===== config.mk =====
export PLATFORM = sky130hd
export DESIGN_NAME = pump_relay_sequencer
export DESIGN_NICKNAME = d
export VERILOG_FILES = /design/src/rtl/pump_seq_pkg.sv /design/src/rtl/pump_relay_sequencer.sv
export SDC_FILE = /design/constraint.sdc
export NUM_CORES = 2
export LEC_CHECK = 0
export BUFFER_PORTS_ARGS = -buffer_cell sky130_fd_sc_hd__buf_2
export CAP_MARGIN = 20
export CORE_AREA = 4 4 394 396
export DETAILED_ROUTE_END_ITERATION = 8
export DIE_AREA = 0 0 398 400
export SLEW_MARGIN = 15
export SYNTH_ARGS = -nofsm -noshare
export SYNTH_HDL_FRONTEND = slang
export SYNTH_SLANG_ARGS = --single-unit

===== constraint.sdc =====
create_clock -name sys_clk -period 19.9 [get_ports sys_clk]
set_clock_uncertainty 0.1 [all_clocks]
set_input_delay 2.985 -clock sys_clk [delete_from_list [all_inputs] [get_ports sys_clk]]
set_output_delay 2.985 -clock sys_clk [all_outputs]
set_load 0.02 [all_outputs]

===== src/rtl/pump_seq_pkg.sv =====
package pump_seq_pkg;
  // ==========================================
  // register map (word aligned byte offsets)
  localparam logic [7:0] ADDR_CTRL = 8'h00;
  localparam logic [7:0] ADDR_SP_ON0 = 8'h04;
  localparam logic [7:0] ADDR_SP_ON1 = 8'h08;
  localparam logic [7:0] ADDR_SP_ON2 = 8'h0C;
  localparam logic [7:0] ADDR_SP_OFF = 8'h10;
  localparam logic [7:0] ADDR_LEVEL = 8'h14;
  localparam logic [7:0] ADDR_RATE = 8'h18;
  localparam logic [7:0] ADDR_SHARE = 8'h1C;
  localparam logic [7:0] ADDR_FEAT = 8'h20;
  localparam logic [7:0] ADDR_STATUS = 8'h24;
  localparam logic [7:0] ADDR_HOURS0 = 8'h28;
  localparam logic [7:0] ADDR_HOURS1 = 8'h2C;
  localparam logic [7:0] ADDR_HOURS2 = 8'h30;
  // ==========================================
  // strategy codes
  localparam logic [7:0] STRAT_FIXED_ASSIST = 8'h32;
  localparam logic [7:0] STRAT_FIXED_BACKUP = 8'h33;
  localparam logic [7:0] STRAT_ALT_ASSIST = 8'h34;
  localparam logic [7:0] STRAT_ALT_BACKUP = 8'h35;
  localparam logic [7:0] STRAT_SR_ASSIST = 8'h36;
  localparam logic [7:0] STRAT_SR_BACKUP = 8'h37;
  localparam logic [7:0] STRAT_FIFO = 8'h38;
  localparam logic [3:0] RELAY_MODE_SETPOINT = 4'h2;
  // ==========================================
  // reset values
  localparam logic [31:0] CTRL_RESET = 32'h0000_0233;
  localparam logic [15:0] SP_ON0_RESET = 16'h0300;
  localparam logic [15:0] SP_ON1_RESET = 16'h0500;
  localparam logic [15:0] SP_ON2_RESET = 16'h0700;
  localparam logic [15:0] SP_OFF_RESET = 16'h0100;
  localparam logic [23:0] SHARE_RESET = 24'h32_19_19;
  // level limit actions
  localparam logic [1:0] LIMIT_VALVE = 2'h1;
  localparam logic [1:0] LIMIT_STOP = 2'h2;
  localparam logic [1:0] LIMIT_START_ALL = 2'h3;
  // feature field positions in the feature register
  localparam int FEAT_RATE_EN = 0;
  localparam int FEAT_EXERCISE = 1;
  localparam int FEAT_WANDER = 2;
  localparam int FEAT_TARIFF = 3;
  localparam int FEAT_LOWLOW = 4;
  localparam int FEAT_ACT_LSB = 5;
  localparam int FEAT_RUNON_LSB = 8;
  localparam int FEAT_FLUSH_LSB = 16;
  localparam int FEAT_SHIFT_LSB = 24;
  // time constants
  localparam int CLK_HZ = 40_000_000;
  localparam int RUNON_MS = 1000;
  localparam int RUNON_CYCLES = CLK_HZ / 1000 * RUNON_MS;
  localparam int EXERCISE_S = 3600;
  localparam longint EXERCISE_CYCLES = longint'(CLK_HZ) * EXERCISE_S;
  localparam int EXERCISE_RUN_CYCLES = CLK_HZ;
  localparam logic [15:0] WANDER_STEP = 16'h0010;
endpackage


===== src/rtl/pump_relay_sequencer.sv =====
`timescale 1ns/1ps
// Summary of operation
// - fixed backup maps relay n to setpoint n
// - fixed backup new relay opens previous one
// - fixed backup keeps at most one relay
// - alternate assist rotates lead each cycle
// - alternate assist adds relays cyclically in parallel
// - alternate backup relay ((k+n-2) mod 3)+1
// - alternate backup keeps single relay closed
// - service ratio assist picks by run hours
// - pick pump whose hours lag its share
// - service ratio backup stops previous pump
// - fifo starts alternate, stops oldest first
// - rate mode adds pumps until rate met
// - run-on timer starts every nth start, once the relays have already opened
// - exercise runs pump 0 briefly once any pump idles long
// - wall cling varies first on and off setpoints each cycle
// - both alternate groups follow the one group a rotation
// - tariff period shifts on setpoints upward
// - level alarm takes selected special action
// - flush output every nth pump start
// - contact start and stop override algorithm
// - fixed assist adds relay n at setpoint n, earlier relays stay closed
module pump_relay_sequencer #(
  parameter int NPUMP = 3,
  parameter longint EXERCISE_IDLE = pump_seq_pkg::EXERCISE_CYCLES,
  parameter int RUNON_LEN = pump_seq_pkg::RUNON_CYCLES
) (
  input wire logic sys_clk, // system clock 40 MHz
  input wire logic arst_n, // asynchronous reset, active low
  input wire logic hsel, // slave select
  input wire logic [31:0] haddr, // byte address
  input wire logic [1:0] htrans, // transfer type
  input wire logic hwrite, // write flag
  input wire logic [2:0] hsize, // transfer size
  input wire logic [31:0] hwdata, // write data
  input wire logic hready, // bus ready
  output logic [31:0] hrdata, // read data
  output logic hreadyout, // always ready
  output logic hresp, // always okay
  input wire logic level_valid, // new level sample strobe
  input wire logic [15:0] level_sample, // measured level
  input wire logic signed [15:0] level_rate, // signed level rate
  input wire logic high_high_alarm, // overflow alarm
  input wire logic low_low_alarm, // underflow alarm
  input wire logic tariff_active, // high cost period
  input wire logic [NPUMP-1:0] contact_start_input, // contact start per pump
  input wire logic [NPUMP-1:0] contact_stop_input, // contact stop per pump
  output logic [NPUMP-1:0] pump_relay, // relay closed when high
  output logic flush_valve, // flush device drive
  output logic overflow_valve // special action valve
);
  // ==========================================
  // state
  typedef struct packed {
    logic [31:0] ctrl; // strategy, relay mode, group split
    logic [15:0] sp_on0;
    logic [15:0] sp_on1;
    logic [15:0] sp_on2;
    logic [15:0] sp_off;
    logic [15:0] level;
    logic [31:0] rate; // fill and empty setpoints
    logic [23:0] share;
    logic [31:0] feat;
    logic [1:0] rot_a; // group a rotation
    logic [1:0] rot_b; // group b rotation
    logic [1:0] stage; // highest on setpoint reached, 0 none
    logic [1:0] wander;
    logic [NPUMP-1:0] relay;
    logic [5:0] fifo; // start order, two bits per slot
    logic [1:0] fifo_n;
    logic [7:0] starts;
    logic [31:0] runon;
    logic [63:0] idle;
    logic [31:0] exer;
    logic [95:0] hours;
    logic flush;
    logic valve;
    logic ap_wr; // pending write
    logic ap_rd;
    logic [7:0] ap_addr;
    logic [31:0] rdata;
  } state_type;
  state_type cur, nxt;

  // ==========================================
  // helpers
  logic [15:0] shift, won0, won1, won2, woff;
  logic [1:0] lead, pick;
  logic [7:0] strat;
  always_comb begin
    // energy and wall cling adjustments
    shift = cur.feat[pump_seq_pkg::FEAT_TARIFF] && tariff_active ?
      {8'h00, cur.feat[31:24]} : 16'h0000;
    won0 = cur.sp_on0 + shift + (cur.feat[pump_seq_pkg::FEAT_WANDER] ?
      16'(cur.wander) * pump_seq_pkg::WANDER_STEP : 16'h0000);
    won1 = cur.sp_on1 + shift;
    won2 = cur.sp_on2 + shift;
    woff = cur.sp_off + (cur.feat[pump_seq_pkg::FEAT_WANDER] ?
      16'(cur.wander) * pump_seq_pkg::WANDER_STEP : 16'h0000);
    strat = cur.ctrl[7:0];
    // lead uses the group a rotation whether split or not
    lead = cur.ctrl[12] ? cur.rot_a : cur.rot_a;
    // service ratio pick: lowest hours/share
    pick = 2'h0;
    for (int i = 1; i < NPUMP; i++) begin
      if (32'(cur.hours[i*32+:32]) * 32'(cur.share[pick*8+:8]) <
          32'(cur.hours[pick*32+:32]) * 32'(cur.share[i*8+:8])) begin
        pick = 2'(i);
      end
    end
  end

  function automatic logic [1:0] wrap3(input logic [2:0] v);
    wrap3 = v >= 3'h3 ? 2'(v - 3'h3) : 2'(v);
  endfunction

  // ==========================================
  // next state
  logic [1:0] new_stage;
  logic [NPUMP-1:0] algo, want;
  always_comb begin
    nxt = cur;
    new_stage = cur.stage;
    algo = cur.relay;
    want = cur.relay;
    // bus address phase
    nxt.ap_wr = hsel && hready && htrans[1] && hwrite;
    nxt.ap_rd = hsel && hready && htrans[1] && !hwrite;
    if (hsel && hready && htrans[1]) begin
      nxt.ap_addr = haddr[7:0];
    end
    if (cur.ap_wr) begin
      case (cur.ap_addr)
        pump_seq_pkg::ADDR_CTRL: nxt.ctrl = hwdata;
        pump_seq_pkg::ADDR_SP_ON0: nxt.sp_on0 = hwdata[15:0];
        pump_seq_pkg::ADDR_SP_ON1: nxt.sp_on1 = hwdata[15:0];
        pump_seq_pkg::ADDR_SP_ON2: nxt.sp_on2 = hwdata[15:0];
        pump_seq_pkg::ADDR_SP_OFF: nxt.sp_off = hwdata[15:0];
        pump_seq_pkg::ADDR_RATE: nxt.rate = hwdata;
        pump_seq_pkg::ADDR_SHARE: nxt.share = hwdata[23:0];
        pump_seq_pkg::ADDR_FEAT: nxt.feat = hwdata;
        default: ;
      endcase
    end
    if (nxt.ap_rd) begin
      case (haddr[7:0])
        pump_seq_pkg::ADDR_CTRL: nxt.rdata = cur.ctrl;
        pump_seq_pkg::ADDR_SP_ON0: nxt.rdata = {16'h0000, cur.sp_on0};
        pump_seq_pkg::ADDR_SP_ON1: nxt.rdata = {16'h0000, cur.sp_on1};
        pump_seq_pkg::ADDR_SP_ON2: nxt.rdata = {16'h0000, cur.sp_on2};
        pump_seq_pkg::ADDR_SP_OFF: nxt.rdata = {16'h0000, cur.sp_off};
        pump_seq_pkg::ADDR_LEVEL: nxt.rdata = {16'h0000, cur.level};
        pump_seq_pkg::ADDR_RATE: nxt.rdata = cur.rate;
        pump_seq_pkg::ADDR_SHARE: nxt.rdata = {8'h00, cur.share};
        pump_seq_pkg::ADDR_FEAT: nxt.rdata = cur.feat;
        // status: start count, both rotations, stage, every relay
        pump_seq_pkg::ADDR_STATUS: nxt.rdata = {15'h0000, cur.starts,
          cur.rot_b, cur.rot_a, cur.stage, 3'(cur.relay)};
        pump_seq_pkg::ADDR_HOURS0: nxt.rdata = cur.hours[31:0];
        pump_seq_pkg::ADDR_HOURS1: nxt.rdata = cur.hours[63:32];
        pump_seq_pkg::ADDR_HOURS2: nxt.rdata = cur.hours[95:64];
        default: nxt.rdata = 32'h0000_0000;
      endcase
    end
    // run-hour and idle accounting
    for (int i = 0; i < NPUMP; i++) begin
      if (cur.relay[i]) begin
        nxt.hours[i*32+:32] = cur.hours[i*32+:32] + 32'h1;
        nxt.idle[i*21+:21] = 21'h0;
      end
    end
    // level crossings per sample
    if (level_valid) begin
      nxt.level = level_sample;
      if (level_sample >= won2) new_stage = 2'h3;
      else if (level_sample >= won1 && cur.stage < 2'h2) new_stage = 2'h2;
      else if (level_sample >= won0 && cur.stage < 2'h1) new_stage = 2'h1;
      // rate mode: add pumps until rate met
      if (cur.feat[pump_seq_pkg::FEAT_RATE_EN] && cur.stage != 2'h0 &&
          cur.stage < 2'h3 &&
          level_rate > $signed(cur.rate[15:0]) &&
          -level_rate < $signed(cur.rate[31:16])) begin
        new_stage = cur.stage + 2'h1;
      end
      if (level_sample <= woff && cur.stage != 2'h0) begin
        if (strat == pump_seq_pkg::STRAT_FIFO && cur.fifo_n > 2'h1) begin
          nxt.fifo_n = cur.fifo_n - 2'h1;
          algo[cur.fifo[1:0]] = 1'b0;
          nxt.fifo = {2'h0, cur.fifo[5:2]};
        end else begin
          new_stage = 2'h0;
          nxt.rot_a = cur.rot_a == 2'h2 ? 2'h0 : cur.rot_a + 2'h1;
          nxt.wander = cur.wander + 2'h1;
          nxt.fifo_n = 2'h0;
          if (cur.starts[3:0] != 4'h0 && cur.feat[11:8] != 4'h0 &&
              cur.starts[3:0] % cur.feat[11:8] == 4'h0) begin
            nxt.runon = 32'(RUNON_LEN);
          end
        end
      end
      if (new_stage > cur.stage) begin
        nxt.starts = cur.starts + 8'h1;
        if (cur.feat[19:16] != 4'h0 &&
            (cur.starts[3:0] + 4'h1) % cur.feat[19:16] == 4'h0) begin
          nxt.flush = 1'b1;
        end
      end
    end
    nxt.stage = new_stage;
    // strategy mapping, only in setpoint relay mode
    if (cur.ctrl[11:8] == pump_seq_pkg::RELAY_MODE_SETPOINT) begin
      case (strat)
        pump_seq_pkg::STRAT_FIXED_ASSIST: begin
          for (int n = 0; n < NPUMP; n++) algo[n] = new_stage > 2'(n);
        end
        pump_seq_pkg::STRAT_FIXED_BACKUP: begin
          algo = '0;
          if (new_stage != 2'h0) algo[new_stage - 2'h1] = 1'b1;
        end
        pump_seq_pkg::STRAT_ALT_ASSIST, pump_seq_pkg::STRAT_FIFO: begin
          if (new_stage == 2'h0) algo = '0;
          else if (!(strat == pump_seq_pkg::STRAT_FIFO && cur.fifo_n != 2'h0 &&
                     new_stage == cur.stage)) begin
            algo = '0;
            for (int n = 0; n < NPUMP; n++) begin
              if (new_stage > 2'(n)) algo[wrap3(3'(lead) + 3'(n))] = 1'b1;
            end
          end
          if (strat == pump_seq_pkg::STRAT_FIFO && new_stage > cur.stage) begin
            nxt.fifo[2*cur.fifo_n+:2] = wrap3(3'(lead) + 3'(cur.stage));
            nxt.fifo_n = cur.fifo_n + 2'h1;
          end
        end
        pump_seq_pkg::STRAT_ALT_BACKUP: begin
          algo = '0;
          if (new_stage != 2'h0) algo[wrap3(3'(lead) + 3'(new_stage) - 3'h1)] = 1'b1;
        end
        pump_seq_pkg::STRAT_SR_ASSIST: begin
          if (new_stage == 2'h0) algo = '0;
          else if (new_stage > cur.stage) algo[pick] = 1'b1;
        end
        pump_seq_pkg::STRAT_SR_BACKUP: begin
          if (new_stage == 2'h0) algo = '0;
          else if (new_stage > cur.stage) begin
            algo = '0;
            algo[pick] = 1'b1;
          end
        end
        default: algo = '0;
      endcase
    end
    // run-on keeps closed relays closed; pumps that just stopped have already opened
    want = algo;
    if (cur.runon != 32'h0) begin
      nxt.runon = cur.runon - 32'h1;
      want = algo | cur.relay;
    end
    // exercise pump 0 once any pump idles long
    for (int i = 0; i < NPUMP; i++) begin
      if (!cur.relay[i] && cur.feat[pump_seq_pkg::FEAT_EXERCISE]) begin
        nxt.idle[i*21+:21] = cur.idle[i*21+:21] + 21'h1;
        if (64'(cur.idle[i*21+:21]) >= 64'(EXERCISE_IDLE) - 64'h1) begin
          nxt.idle[i*21+:21] = 21'h0;
          nxt.exer = 32'(pump_seq_pkg::EXERCISE_RUN_CYCLES);
        end
      end
    end
    if (cur.exer != 32'h0) begin
      nxt.exer = cur.exer - 32'h1;
      want[0] = 1'b1;
    end
    // level limit action
    nxt.valve = 1'b0;
    if (high_high_alarm || (low_low_alarm && cur.feat[pump_seq_pkg::FEAT_LOWLOW])) begin
      case (cur.feat[6:5])
        pump_seq_pkg::LIMIT_VALVE: nxt.valve = 1'b1;
        pump_seq_pkg::LIMIT_STOP: want = '0;
        pump_seq_pkg::LIMIT_START_ALL: want = '1;
        default: ;
      endcase
    end
    // contacts override everything
    want = (want | contact_start_input) & ~contact_stop_input;
    nxt.relay = want;
    // flush device drops once every relay is open
    if (nxt.relay == '0) nxt.flush = 1'b0;
    if (cur.ap_wr && cur.ap_addr == pump_seq_pkg::ADDR_CTRL) nxt.rot_b = hwdata[14:13];
  end

  // ==========================================
  // state register
  always_ff @(posedge sys_clk or negedge arst_n) begin
    if (!arst_n) begin
      cur <= '0;
      cur.ctrl <= pump_seq_pkg::CTRL_RESET;
      cur.sp_on0 <= pump_seq_pkg::SP_ON0_RESET;
      cur.sp_on1 <= pump_seq_pkg::SP_ON1_RESET;
      cur.sp_on2 <= pump_seq_pkg::SP_ON2_RESET;
      cur.sp_off <= pump_seq_pkg::SP_OFF_RESET;
      cur.share <= pump_seq_pkg::SHARE_RESET;
    end else begin
      cur <= nxt;
    end
  end

  // outputs straight from flip-flops, hreadyout and hresp tied constant
  assign pump_relay = cur.relay;
  assign flush_valve = cur.flush;
  assign overflow_valve = cur.valve;
  assign hrdata = cur.rdata;
  assign hreadyout = 1'b1;
  assign hresp = 1'b0;

  // ==========================================
  // checks
  property p_fixed_one;
    @(posedge sys_clk) disable iff (!arst_n)
    (strat == pump_seq_pkg::STRAT_FIXED_BACKUP && !high_high_alarm &&
     !low_low_alarm &&
     contact_start_input == '0 && cur.runon == 32'h0 && cur.exer == 32'h0)
    |=> $onehot0(pump_relay);
  endproperty
  a_fixed_one: assert property (p_fixed_one) else $error("fixed backup closed two relays");

  property p_off_stops;
    @(posedge sys_clk) disable iff (!arst_n)
    (level_valid && cur.stage != 2'h0 && level_sample <= woff &&
     strat == pump_seq_pkg::STRAT_FIXED_BACKUP) |=> cur.stage == 2'h0;
  endproperty
  a_off_stops: assert property (p_off_stops) else $error("off setpoint did not end cycle");

  property p_contact_stop;
    @(posedge sys_clk) disable iff (!arst_n)
    contact_stop_input[0] |=> !pump_relay[0];
  endproperty
  a_contact_stop: assert property (p_contact_stop) else $error("contact stop ignored");

  property p_contact_start;
    @(posedge sys_clk) disable iff (!arst_n)
    (contact_start_input[1] && !contact_stop_input[1]) |=> pump_relay[1];
  endproperty
  a_contact_start: assert property (p_contact_start) else $error("contact start ignored");

  property p_rot_wrap;
    @(posedge sys_clk) disable iff (!arst_n)
    cur.rot_a != 2'h3;
  endproperty
  a_rot_wrap: assert property (p_rot_wrap) else $error("rotation out of range");

  property p_valve;
    @(posedge sys_clk) disable iff (!arst_n)
    (high_high_alarm && cur.feat[6:5] == pump_seq_pkg::LIMIT_VALVE) |=> overflow_valve;
  endproperty
  a_valve: assert property (p_valve) else $error("limit valve not opened");

  property p_alt_backup;
    @(posedge sys_clk) disable iff (!arst_n)
    (strat == pump_seq_pkg::STRAT_ALT_BACKUP && contact_start_input == '0 &&
     !high_high_alarm && !low_low_alarm && cur.runon == 32'h0 && cur.exer == 32'h0) |=>
     $onehot0(pump_relay);
  endproperty
  a_alt_backup: assert property (p_alt_backup) else $error("alternate backup two relays");

  property p_hold;
    @(posedge sys_clk) disable iff (!arst_n)
    (!level_valid && strat == pump_seq_pkg::STRAT_FIXED_ASSIST) |=> $stable(cur.stage);
  endproperty
  a_hold: assert property (p_hold) else $error("stage moved without sample");
endmodule


==> reports/metrics.yaml <==
status: "finished clean"
yosysWarningCount: 0
start_util_pct: 34.9
post_synth_num_cell_types: 86
num_vias: 40500
area_growth_pct: 8.11
synthArstFlopShare_pct: 100
multi_input_area_mm2: 0.0381
syn_area_mm2: 0.0529
cp_top_family: "compound AO/OA/AOI/OAI gates"
crit_required_ps: 20360
drc_errors: 0
die_h_um: 400
syn_nets: 6806
critPathKind: "flop to flop"
antenna_left: 0
critPathMaxStageDelay_ps: 780
cts_tree: "built"
antenna_found_initial: 11
fin_setup_tns_ps: 0
nNetsFinal: 6774
nFillCells: 15200
worstPathArrival_ps: 17430
setup_violations: 0
dr.pass1.iters: 8
die-width_um: 398
r2r.worst_path.cells: 56
ys_seq_elements: 428
drt_iter0_markers: 3108
regArea_mm2: 0.0107
path_clk_slew_ps: 70
grt_start_max_net_pins: 104
die-area_mm2: 0.159
clockBufferDepth: 3
grt_pass1_wl_mm: 253
yosys.area_share.adder_pct: 33.5
holdBufCountCts: 0
boundaryPins: 155
drive_above_1_share_pct: 9.51
core_area_mm2: 0.152
critPathCaptureType: "flop"
fmax_mhz: 58.9
grt_util_met1_pct: 26.7
grt_pass1_vias: 42300
gr-usage-met3_pct: 3.85
synth_xor_area_share_pct: 6.24
routedWlPerCell_um: 21.0
root_buffer: "clkbuf_16"
grt_remaining_overflow: 0
synth_cells: 5654
finalCriticalPeriod_ps: 16960
synth_top_family_by_area: "adder cells"
ys.flop_type: "dfrtp_1"
slew_viol_final: 0
cp_num_cells: 56
io_buffers: 124
place_congestion: 0.918
hold_depth: 1
rows: 143
vias_per_cell: 5.26
grt.busiest_layer: "met2"
cp_common_cell: "fa_1"
synth_edf_count: 0
hp-class: "flop to flop"
worstMarginPinSlew_ps: 1100
synth_mux_area_share_pct: 4.58
seq_area_frac_synth_pct: 20.3
finalCritPeriodShare_pct: 85.2
dp_hpwl_mm: 124
htreeDepth: 2
yosys.area_share.simple_pct: 18.1
cts_setup_buffers: 0
maxSlewHeadroom_pct: 26.5
avgSynthCellArea_um2: 9.36
detail_route.wirelength_mm: 161
max_cap_viol_count: 0
critPathBufInv: 7
insertion_delay_ps: 630
cts-resized-gates: 0
hold_viol: 0
path_max_fanout: 43
cts_num_sinks: 428
gr-usage-all-layers_pct: 20.5
synth_compound_area_share_pct: 9.40
grt_setup_unrepaired: "no"
slowest_stage: "dfrtp_1"
globalRouteMet2Util_pct: 33.9
start_kind: "flop"
cts_buffers: 46
## flip-flops by register name, indices dropped and copies added (netlist names)
register,flops
flush_valve,1
lead,2
hrdata,32
cur,389
overflow_valve,1
pump_relay,3
## cells in the mapped netlist, types with 26 or more instances
cell	count	area share, %
a21o_1	62	0.88
a21oi_1	164	1.6
a222oi_1	39	0.74
a22o_1	42	0.70
a22oi_1	71	1.0
and2_1	465	5.5
and3_1	58	0.69
buf_4	37	0.52
clkbuf_1	243	1.7
dfrtp_1	406	19
fa_1	633	24
ha_1	403	9.5
inv_1	783	5.6
mux2_2	185	3.9
mux2i_1	34	0.64
nand2_1	443	3.1
nand2b_1	52	0.61
nand3_1	109	1.0
nand4_1	49	0.58
nor2_1	179	1.3
nor2b_1	262	3.1
nor3_1	66	0.62
o21a_1	26	0.37
o21ai_0	135	1.3
o21bai_1	26	0.37
xnor2_1	225	3.7
xor2_1	147	2.4
## per-stage QoR
stage / setup WS, ps / util (%) / area, µm² / std cells / hold WS (ps)
floorplan: 5150 / - / 52900 / 5654 / 334
global placement: 3130 / 36.7 / 55600 / 7603 / 349
detailed placement: 3030 / 36.7 / 55600 / 7603 / 358
CTS: 2980 / 37.7 / 57200 / 7689 / 373
global route: 2040 / 37.7 / 57200 / 7690 / 390
finish: 2940 / 37.7 / 57200 / 7696 / 370
## kinds of logic (layout without fill, tap and decap cells)
kind of cell    Yosys count  after routing
mux                     219            219
buf+inv                1072           1078
fa+ha+maj              1036           1036
simple gates           1795           1795
flops                   428            428
xor+xnor                374            374
other cells               2              8
compound gates          728            728
## final cells by class
class / count / area share [%]
clock buffer: 63 / 2.25
antenna: 6 / 0.0262
clock inverter: 23 / 0.512
tap: 2030 / 4.44
inverter: 784 / 5.14
timing repair buffer: 208 / 2.24
multi-input combinational: 4154 / 66.6
sequential: 428 / 18.8
## worst paths after layout
| path | slack, ps | to | startpoint |
|---|---|---|---|
| max in group asynchronous | 14320 | cur[445] | arst_n |
| min in group asynchronous | 2260 | cur[246] | arst_n |
| setup / recovery | 2940 | flush_valve | cur[334] |
| hold / removal | 370 | cur[151] | cur[151] |
| setup reg to reg | 2940 | flush_valve | cur[334] |
| hold reg to reg | 370 | cur[151] | cur[151] |
## cell usage in the layout (no fill, tap or decap), types with 13 or more instances in the layout
master       n
inv_1      783
fa_1       633
and2_1     465
nand2_1    443
dfrtp_1    406
ha_1       403
nor2b_1    262
xnor2_1    225
mux2_2     185
nor2_1     169
a21oi_1    164
xor2_1     147
o21ai_0    135
buf_2      123
nand3_1    109
buf_4       83
a22oi_1     71
nor3_1      63
a21o_1      62
and3_1      58
nand2b_1    51
nand4_1     49
clkbuf_16   46
a22o_1      42
a222oi_1    39
mux2i_1     27
o21a_1      26
o21bai_1    26
a221oi_1    24
or3_1       24
dfstp_2     22
nor4_1      21
a211oi_1    19
o211ai_1    13
a31oi_1     13
## routing by layer
layer	share of wire (%)	up-vias
met1	42	20700
li1	-	18300
met2	47	1169
met4	4.2	10
met3	6.9	271
met5	0.036	-
Power is not shown: default switching activity piles up to over one toggle a cycle in this logic, so the estimate is an artifact.
